`src/hw/ear_pkg.sv`:
```
// Shared constants for the encoder administration resources and the drive-side master.
// Assumes both ends run on one 200 MHz clock with a synchronous active-low reset.
package ear_pkg;
    // Link register indexes: payload bytes sit at 0 to 7
    localparam logic [3:0] REG_BUF0 = 4'h0;
    localparam logic [3:0] REG_ADDH = 4'h8;
    localparam logic [3:0] REG_ADDL = 4'h9;
    localparam logic [3:0] REG_OFFH = 4'hA;
    localparam logic [3:0] REG_OFFL = 4'hB;
    localparam logic [3:0] REG_CTRL = 4'hC;
    localparam logic [3:0] REG_STAT = 4'hD;
    // Address-high byte fields
    localparam int ADDH_RD_BIT = 6;
    localparam int ADDH_IND_BIT = 4;
    localparam logic [7:0] CTRL_START = 8'h01;
    // Status bits
    localparam int ST_REL_BIT = 0;
    localparam int ST_ERR_BIT = 1;
    localparam int ST_SHUT_BIT = 2;
    // Resource indexes
    localparam logic [9:0] RES_RESET = 10'h100;
    localparam logic [9:0] RES_SHAFT_POSITION_PRESET = 10'h101;
    localparam logic [9:0] RES_ACCESS = 10'h104;
    // Reset offset selection
    localparam logic [15:0] OFF_RESET = 16'h0000;
    localparam logic [15:0] OFF_SHUT = 16'h0001;
    // Descriptor fields
    localparam logic [15:0] DSC_SIZE = 16'h0001;
    localparam logic [15:0] DSC_RDLVL = 16'h0002;
    localparam logic [15:0] DSC_WRLVL = 16'h0003;
    localparam logic [15:0] DSC_OVR = 16'h0004;
    localparam logic [15:0] DSC_TYPE = 16'h0005;
    localparam logic [7:0] RST_SIZE = 8'h00;
    localparam logic [7:0] RST_RDLVL = 8'h0F;
    localparam logic [7:0] RST_WRLVL = 8'h00;
    localparam logic [7:0] RST_OVR = 8'h96;
    localparam logic [7:0] RST_TYPE = 8'h01;
    localparam logic [7:0] POS_SIZE = 8'h08;
    localparam logic [7:0] POS_RDLVL = 8'h00;
    localparam logic [7:0] POS_WRLVL = 8'h02;
    localparam logic [7:0] POS_OVR = 8'h64;
    localparam logic [7:0] POS_TYPE = 8'h06;
    localparam logic [7:0] ACC_SIZE = 8'h08;
    localparam logic [7:0] ACC_RDLVL = 8'h00;
    localparam logic [7:0] ACC_WRLVL = 8'h00;
    localparam logic [7:0] ACC_OVR = 8'h46;
    localparam logic [7:0] ACC_TYPE = 8'h18;
    // Access levels and default keys
    localparam logic [2:0] LVL_PUBLIC = 3'h0;
    localparam logic [7:0] LVL_MAX = 8'h04;
    localparam logic [7:0] KEY_DIGIT0 = 8'h30;
    localparam int POS_W = 40;
    // Reset recovery wait: init time plus maximum time overrun
    localparam int ENC_INIT_MS = 100;
    localparam int RST_OVR_MS = 150;
    localparam int CLK_KHZ = 200000;
    localparam int RST_WAIT_CYC = (ENC_INIT_MS + RST_OVR_MS) * CLK_KHZ;
endpackage : ear_pkg

```
`src/hw/ear_if.sv`:
```
// Parameters-channel register link between drive master and encoder.
// Assumes one shared clock; read data stand the cycle after the read strobe.
`timescale 1ns/1ps
interface ear_if;
    logic wr;
    logic rd;
    logic [3:0] addr;
    logic [7:0] wdata;
    logic [7:0] rdata;
    modport enc (input wr, input rd, input addr, input wdata, output rdata);
    modport drv (output wr, output rd, output addr, output wdata, input rdata);
endinterface : ear_if

```
`src/hw/ear_encoder.sv`:
```
// Encoder end: reset/shut-down, set position and access level resources.
// Assumes the master keeps its own obligations and save_done answers save_req.
`timescale 1ns/1ps
module ear_encoder
(
    input wire logic ref_clk,
    input wire logic rstn,
    ear_if.enc lnk,
    input wire logic [ear_pkg::POS_W-1:0] raw_pos,
    input wire logic save_done,
    output logic save_req_ff,
    output logic pos_preset_ff,
    output logic [ear_pkg::POS_W-1:0] pos_offset_ff,
    output logic proto_reset_ff,
    output logic shut_down_ff,
    output logic [2:0] access_level_ff
);
    import ear_pkg::*;

    typedef enum logic [1:0] {
        ST_IDLE = 2'b00,
        ST_EXEC = 2'b01,
        ST_SAVE = 2'b10,
        ST_DEAD = 2'b11
    } ear_enc_st_t;

    ear_enc_st_t state_ff, nxt_state;
    logic [7:0] buf_ff [0:7];
    logic [7:0] addh_ff, addl_ff, offh_ff, offl_ff, rdata_ff;
    logic rel_ff, err_ff, shut_sel_ff;

    // Decode of the loaded transaction
    wire [9:0] res_idx = {addh_ff[1:0], addl_ff};
    wire is_rd = addh_ff[ADDH_RD_BIT];
    wire is_ind = addh_ff[ADDH_IND_BIT];
    wire [15:0] offset = {offh_ff, offl_ff};
    wire [POS_W-1:0] pos_val = {buf_ff[4], buf_ff[3], buf_ff[2], buf_ff[1], buf_ff[0]};
    wire [31:0] key = {buf_ff[7], buf_ff[6], buf_ff[5], buf_ff[4]};
    wire [7:0] req_lvl = buf_ff[0];
    wire is_reset = res_idx == RES_RESET;
    wire is_pos = res_idx == RES_SHAFT_POSITION_PRESET;
    wire is_acc = res_idx == RES_ACCESS;
    wire known = is_reset | is_pos | is_acc;

    wire [7:0] d_rst = offset == DSC_SIZE ? RST_SIZE : offset == DSC_RDLVL ? RST_RDLVL :
        offset == DSC_WRLVL ? RST_WRLVL : offset == DSC_OVR ? RST_OVR :
        offset == DSC_TYPE ? RST_TYPE : 8'h00;
    wire [7:0] d_pos = offset == DSC_SIZE ? POS_SIZE : offset == DSC_RDLVL ? POS_RDLVL :
        offset == DSC_WRLVL ? POS_WRLVL : offset == DSC_OVR ? POS_OVR :
        offset == DSC_TYPE ? POS_TYPE : 8'h00;
    wire [7:0] d_acc = offset == DSC_SIZE ? ACC_SIZE : offset == DSC_RDLVL ? ACC_RDLVL :
        offset == DSC_WRLVL ? ACC_WRLVL : offset == DSC_OVR ? ACC_OVR :
        offset == DSC_TYPE ? ACC_TYPE : 8'h00;
    wire [7:0] desc = is_reset ? d_rst : is_pos ? d_pos : d_acc;

    // Level needed for the indirect access
    wire [7:0] need_rd = is_reset ? RST_RDLVL : is_pos ? POS_RDLVL : ACC_RDLVL;
    wire [7:0] need_wr = is_reset ? RST_WRLVL : is_pos ? POS_WRLVL : ACC_WRLVL;
    wire [7:0] need = is_rd ? need_rd : need_wr;
    wire refuse = !known | (is_ind & ({5'h00, access_level_ff} < need));

    // Default key is the level digit repeated
    wire [7:0] key_digit = KEY_DIGIT0 + req_lvl;
    wire key_ok = (req_lvl == 8'h00) | (key == {4{key_digit}});
    // Offset must be zero for the access resource
    wire acc_ok = key_ok & (req_lvl <= LVL_MAX) & (offset == 16'h0000);

    wire exec = state_ff == ST_EXEC;
    wire ok_ind = exec & !refuse & is_ind;
    wire do_save = ok_ind & !is_rd & is_reset;
    wire do_pos = ok_ind & !is_rd & is_pos;
    wire do_acc = ok_ind & !is_rd & is_acc & acc_ok;
    wire acc_bad = ok_ind & !is_rd & is_acc & !acc_ok;
    wire bad_sel = do_save & (offset != OFF_RESET) & (offset != OFF_SHUT);
    // Save done for a reset: restart like power-on but keep the position offset
    wire soft_rst = (state_ff == ST_SAVE) & save_done & !shut_sel_ff;
    wire clr = !rstn | soft_rst;
    wire host_wr = (state_ff == ST_IDLE) & lnk.wr;
    wire start = host_wr & (lnk.addr == REG_CTRL) & (lnk.wdata == CTRL_START);

    always_comb begin
        nxt_state = state_ff;
        unique case (state_ff)
            ST_IDLE: begin
                if (start) begin
                    nxt_state = ST_EXEC;
                end
            end
            ST_EXEC: begin
                nxt_state = (do_save & !bad_sel) ? ST_SAVE : ST_IDLE;
            end
            ST_SAVE: begin
                if (save_done) begin
                    nxt_state = shut_sel_ff ? ST_DEAD : ST_IDLE;
                end
            end
            ST_DEAD: begin
                nxt_state = ST_DEAD;
            end
        endcase
    end

    // Result written back into the payload buffer
    logic [7:0] res_byte [0:7];
    // Zero-extended so the byte slices never run past bit 63
    wire [63:0] pos_ext = {24'h000000, pos_offset_ff};
    genvar gi;
    generate
        for (gi = 0; gi < 8; gi++) begin : g_res
            wire [7:0] pos_b = pos_ext[gi*8 +: 8];
            wire [7:0] acc_b = gi == 0 ? {5'h00, access_level_ff} : 8'h00;
            wire [7:0] dsc_b = gi == 0 ? desc : 8'h00;
            assign res_byte[gi] = !is_ind ? dsc_b : is_pos ? pos_b : acc_b;
            always_ff @(posedge ref_clk) begin
                if (clr) begin
                    buf_ff[gi] <= 8'h00;
                end else if (host_wr & (lnk.addr == REG_BUF0 + 4'(gi))) begin
                    buf_ff[gi] <= lnk.wdata;
                end else if (exec & is_rd & !refuse) begin
                    buf_ff[gi] <= res_byte[gi];
                end
            end
        end
    endgenerate

    always_ff @(posedge ref_clk) begin
        if (clr) begin
            addh_ff <= 8'h00;
            addl_ff <= 8'h00;
            offh_ff <= 8'h00;
            offl_ff <= 8'h00;
        end else if (host_wr) begin
            addh_ff <= lnk.addr == REG_ADDH ? lnk.wdata : addh_ff;
            addl_ff <= lnk.addr == REG_ADDL ? lnk.wdata : addl_ff;
            offh_ff <= lnk.addr == REG_OFFH ? lnk.wdata : offh_ff;
            offl_ff <= lnk.addr == REG_OFFL ? lnk.wdata : offl_ff;
        end
    end

    // Release flag: cleared on start, set when the result stands
    always_ff @(posedge ref_clk) begin
        if (clr) begin
            rel_ff <= 1'b0;
            err_ff <= 1'b0;
        end else if (start) begin
            rel_ff <= 1'b0;
            err_ff <= 1'b0;
        end else if (exec & !(do_save & !bad_sel)) begin
            rel_ff <= 1'b1;
            err_ff <= refuse | acc_bad | bad_sel;
        end
    end

    always_ff @(posedge ref_clk) begin
        if (clr) begin
            state_ff <= ST_IDLE;
            shut_sel_ff <= 1'b0;
            save_req_ff <= 1'b0;
        end else begin
            state_ff <= nxt_state;
            if (do_save) begin
                shut_sel_ff <= offset == OFF_SHUT;
            end
            save_req_ff <= (do_save & !bad_sel) | (save_req_ff & !save_done);
        end
    end

    // Level back to public after any reset
    always_ff @(posedge ref_clk) begin
        if (clr) begin
            access_level_ff <= LVL_PUBLIC;
        end else if (do_acc) begin
            // Only a valid request changes it; bad key keeps it
            access_level_ff <= req_lvl[2:0];
        end
    end

    // Offset survives a soft reset; nonvolatile restore is outside this block
    always_ff @(posedge ref_clk) begin
        if (!rstn) begin
            pos_offset_ff <= '0;
            pos_preset_ff <= 1'b0;
            proto_reset_ff <= 1'b0;
            shut_down_ff <= 1'b0;
        end else begin
            // New value minus raw shaft position
            if (do_pos) begin
                pos_offset_ff <= pos_val - raw_pos;
            end
            pos_preset_ff <= do_pos;
            proto_reset_ff <= do_pos;
            shut_down_ff <= shut_down_ff | (nxt_state == ST_DEAD);
        end
    end

    wire [7:0] stat = {5'h00, shut_down_ff, err_ff, rel_ff};
    wire [7:0] rd_mux = lnk.addr < REG_ADDH ? buf_ff[lnk.addr[2:0]] :
        lnk.addr == REG_ADDH ? addh_ff : lnk.addr == REG_ADDL ? addl_ff :
        lnk.addr == REG_OFFH ? offh_ff : lnk.addr == REG_OFFL ? offl_ff :
        lnk.addr == REG_STAT ? stat : 8'h00;

    always_ff @(posedge ref_clk) begin
        if (!rstn) begin
            rdata_ff <= 8'h00;
        end else begin
            rdata_ff <= (lnk.rd & (state_ff != ST_DEAD)) ? rd_mux : 8'h00;
        end
    end
    assign lnk.rdata = rdata_ff;
endmodule : ear_encoder

```
`src/flat_wrapper.sv`:
```
// flat-port wrapper written by rule: the top's interface ports become plain ports
module ear_encoder_flat import ear_pkg::*;
  (ref_clk, rstn, raw_pos, save_done, save_req_ff, pos_preset_ff, pos_offset_ff, proto_reset_ff, shut_down_ff, access_level_ff, lnk_wr, lnk_rd, lnk_addr, lnk_wdata, lnk_rdata);
  ear_if lnk_i ();
  input wire logic ref_clk;
  input wire logic rstn;
  input wire logic [ear_pkg::POS_W-1:0] raw_pos;
  input wire logic save_done;
  output logic save_req_ff;
  output logic pos_preset_ff;
  output logic [ear_pkg::POS_W-1:0] pos_offset_ff;
  output logic proto_reset_ff;
  output logic shut_down_ff;
  output logic [2:0] access_level_ff;
  input wire logic [$bits(lnk_i.wr)-1:0] lnk_wr;
  input wire logic [$bits(lnk_i.rd)-1:0] lnk_rd;
  input wire logic [$bits(lnk_i.addr)-1:0] lnk_addr;
  input wire logic [$bits(lnk_i.wdata)-1:0] lnk_wdata;
  output wire logic [$bits(lnk_i.rdata)-1:0] lnk_rdata;
  assign lnk_i.wr = lnk_wr;
  assign lnk_i.rd = lnk_rd;
  assign lnk_i.addr = lnk_addr;
  assign lnk_i.wdata = lnk_wdata;
  assign lnk_rdata = lnk_i.rdata;
  ear_encoder u_core (.ref_clk(ref_clk), .rstn(rstn), .lnk(lnk_i), .raw_pos(raw_pos), .save_done(save_done), .save_req_ff(save_req_ff), .pos_preset_ff(pos_preset_ff), .pos_offset_ff(pos_offset_ff), .proto_reset_ff(proto_reset_ff), .shut_down_ff(shut_down_ff), .access_level_ff(access_level_ff));
endmodule
```
`config.mk`:
```
export PLATFORM = sky130hd
export DESIGN_NAME = ear_encoder_flat
export DESIGN_NICKNAME = d
export VERILOG_FILES = /design/src/hw/ear_pkg.sv /design/src/hw/ear_if.sv /design/src/hw/ear_encoder.sv /design/src/flat_wrapper.sv
export SDC_FILE = /design/constraint.sdc
export NUM_CORES = 1
export LEC_CHECK = 0
export BUFFER_PORTS_ARGS = -buffer_cell sky130_fd_sc_hd__buf_2
export CORE_MARGIN = 5
export CORE_UTILIZATION = 25
export DETAILED_ROUTE_END_ITERATION = 6
export GPL_TIMING_DRIVEN = 1
export SLEW_MARGIN = 20
export SYNTH_ARGS = -nofsm -noshare
export SYNTH_HDL_FRONTEND = slang
export SYNTH_SLANG_ARGS = --single-unit
```
`constraint.sdc`:
```
create_clock -name ref_clk -period 3.5 [get_ports ref_clk]
set_input_delay 0 -clock ref_clk [delete_from_list [all_inputs] [get_ports ref_clk]]
set_output_delay 0 -clock ref_clk [all_outputs]
set_load 0.05 [all_outputs]
```
==> results.yml <==
status:
  outcome: "finished, final reports clean"
clock_network:
  numCtsBuffers: 17
  cts_max_level: 4
  path_clk_slew_ns: 0.07
  post-cts-setup-buffers: 0
  clock_tree.buffer_depth: 2
  tritoncts: "yes"
  cts_root_buf: "clkbuf_16"
  cts.sinks: 155
  clock_insertion_delay_worst_skew_ns: 0.44
  cts-resized-gates: 0
synth:
  synthTopCellsByArea: "edfxtp_1 20%, dfxtp_1 19%, ha_1 5.4%, mux2i_1 5.2%, mux4_2 4.7%"
  synth_seq_area_share_pct: 39.3
  synth-edff-count: 64
  synth_cell_type_count: 69
  synth.net_count: 1146
  synthArstFlopShare_pct: 0
  synth_largest_type_area_fraction_pct: 20.2
  syn_inst: 1047
  synth-seq-cells: 155
  synth-main-ff-cell: "dfxtp_1"
  synth.cell_area_um2: 9540
  yosysWarnings: 0
  synth_top_area_cell: "edfxtp_1"
  syn-mean-instance-area_um2: 9.11
detailed_routing:
  avgRoutedWirePerCell_um: 19.7
  drt_first_iter_violations: 844
  drt_pass1_iterations: 7
  detail_route.drc_violations: 0
  detailroute.via_count: 8592
  routed_wirelength_um: 32900
  drt-vias-per-instance: 5.13
  ant_nets: 0
layout:
  mostFrequentLayoutCells: "115 x nor2_1, 111 x buf_2, 91 x dfxtp_1, 89 x nand2_1, 78 x a21oi_1"
  fin_nets: 1249
  area_growth_pct: 18.6
  n_antenna_cell: 0
  layout_commonest_cell: "nor2_1"
  drive_gt1_share_pct: 17.5
setup_path:
  reg2regPathDepth: 12
  critical_path_launch_point_type: "flop"
  regToRegStartpoint: "u_core.buf_ff[0][0]$_DFFE_PP_"
  critPathArrivalTime_ns: 3.63
  ff2ff_setup_slack_ns: 0.25
  crit-reg2reg-capture: "u_core.pos_offset_ff[24]$_SDFFE_PN0P_"
  worst-endpoint-required_ns: 3.88
  critical_path_class: "reg -> reg"
  worst_setup_path_startpoint: "u_core.buf_ff[0][0]$_DFFE_PP_"
  cp-end-kind: "flop"
  timing.critical_path.to: "u_core.pos_offset_ff[24]$_SDFFE_PN0P_"
  critPathMaxFanout: 5
floorplan:
  initial_util_pct: 25.3
  design.portCount: 112
  design.core.area_um2: 37700
  die_w_um: 205
  core_rows: 71
  die-height_um: 205
  die-area_um2: 42200
timing:
  period_needed_ns: 3.25
  fmax_ghz: 0.307
  unrepaired_setup_endpoints_after_global_routing: "false"
  worst_clk_skew_ns: 0.0139
  finalCritPeriodShare_pct: 93.0
  timing.final.setup_violations: 0
  relSlewSlack_pct: 34.9
  fin_setup_tns_ns: 0
  finalHoldViolations: 0
  worst_pin_slew_ns: 0.976
  post_route_worst_hold_slack_ns: 0.0482
  maxSlewViolCount: 0
power_and_ir_drop:
  power_density_nw_per_um2: 399
  total_power_mw: 4.52
  static-leakage-power_nw: 4.74
  vdd_ir_drop_max_mv: 0.358
global_route:
  globalRouteOverflowTotal: 0
  grt_max_degree: 43
  track_usage_pct: 15.5
  grt_pass1_wl_um: 49500
  antenna_found_initial: 1
  number_of_global_route_vias_before_repair: 8182
placed_design:
  place.gp.congestion: 0.921
  numPortBuffers: 111
  hpwlAfterDp_um: 25000
hold_path:
  min_path_type: "in -> reg"
flow_run:
  max_cap_viol_count: 0
-- timing repair --
action | 4_1_cts | 5_1_grt
hold buffers | 4 | 0
endpoints found under the hold margin | 6 | 0
endpoints found under the setup margin | 0 | 1
-- critical path: stages (launching register included) --
cell,delay (ns)
edfxtp_1,0.35
inv_1,0.05
ha_1,0.20
fa_1,0.40
and2b_1,0.26
o2111ai_1,0.18
a2111oi_2,0.43
nor2_1,0.22
a21oi_1,0.25
nor3_1,0.11
o31a_1,0.29
or4_1,0.41
nand3_1,0.07
-- worst min-delay path by stage --
stage / start / end / cells after the start
floorplan: save_done / u_core.save_req_ff$_SDFF_PP0_ / 3
CTS: lnk_rd / u_core.lnk.rdata[4]$_SDFF_PN0_ / 3
global placement: save_done / u_core.save_req_ff$_SDFF_PP0_ / 4
detailed placement: save_done / u_core.save_req_ff$_SDFF_PP0_ / 4
finish: lnk_rd / u_core.lnk.rdata[4]$_SDFF_PN0_ / 3
global route: lnk_wdata[7] / u_core.addh_ff[7]$_SDFFE_PP0P_ / 3
-- per-layer routing --
layer / GRT usage, % / vias to the layer above / part of all wire [%]
met5: 0 / - / 0.061
met2: 24.6 / 391 / 46
met3: 3.23 / 29 / 8.9
li1: - / 4017 / -
met4: 3.35 / 2 / 1.2
met1: 21.8 / 4153 / 44
-- per-stage QoR --
step | cell area (um^2) | setup WS, ns | util [%] | cells
floorplan | 9540 | 0.480 | - | 1047
global placement | 10700 | 0.345 | 28.3 | 1638
detailed placement | 10700 | 0.219 | 28.3 | 1638
CTS | 11300 | 0.187 | 30.0 | 1674
global route | 11300 | 0.0114 | 30.0 | 1674
finish | 11300 | 0.247 | 30.0 | 1674
-- state kept, by name, indices dropped and copies added, names as in the netlist --
| signal | flops |
|---|---|
| u_core.buf_ff | 64 |
| u_core.addl_ff | 8 |
| u_core.lnk.rdata | 8 |
| u_core.err_ff | 1 |
| u_core.addh_ff | 8 |
| u_core.access_level_ff | 3 |
| u_core.shut_down_ff | 1 |
| u_core.rel_ff | 1 |
| u_core.offl_ff | 8 |
| u_core.pos_offset_ff | 40 |
| u_core.offh_ff | 8 |
| u_core.save_req_ff | 1 |
| u_core.state_ff | 2 |
| u_core.pos_preset_ff | 1 |
| u_core.shut_sel_ff | 1 |
-- area by class of cell --
| cell class | instances | area (um^2) |
|---|---|---|
| clock buffers | 22 | 495 |
| clock inverters | 10 | 100 |
| fillers | 4063 | 26400 |
| inverters | 57 | 214 |
| multi-input cells | 777 | 5310 |
| flip-flops and latches | 155 | 3740 |
| well taps | 511 | 639 |
| repair buffers | 142 | 811 |
-- power breakdown --
part           leakage [nW]  switching, mW  total, mW  internal [mW]
logic                  3.05          0.400      0.648          0.249
registers              1.40         0.0424       1.96           1.92
clock network         0.294          0.817       1.91           1.09
total                  4.74           1.26       4.52           3.26
-- logic make-up (layout without fill, tap and decap cells) --
group                    Yosys count  count (layout)  synth area share, %
AO/OA/AOI/OAI                    247             247                 17.0
flip-flops                       155             155                 39.3
XOR/XNOR                          33              33                 3.03
multiplexers                      74              74                 10.6
AND/OR/NAND/NOR                  381             381                 19.4
buffers and inverters            115             231                 5.14
adder cells (fa/ha/maj)           42              42                 5.59
-- Yosys cell counts, types with 5 or more instances --
cell / count
nand4_1: 10
xor2_1: 12
nand2_1: 89
ha_1: 41
a22o_1: 37
dfxtp_1: 91
a31oi_1: 10
o21a_1: 7
o21bai_1: 6
buf_1: 6
mux4_2: 20
a21o_1: 11
mux2i_1: 50
o21ai_0: 28
buf_4: 5
a211oi_1: 11
nand2b_1: 16
a21oi_1: 78
buf_2: 6
and2_1: 28
edfxtp_1: 64
o21ai_1: 17
o22ai_1: 5
inv_1: 57
clkbuf_1: 37
and3_1: 11
nor2_1: 115
nor3_1: 21
o31ai_1: 7
or3_1: 7
nand3_1: 34
or4_1: 8
nor2b_1: 11
xnor2_1: 21
nor4_1: 10
Note: power is estimated with default switching activity, not from simulation.
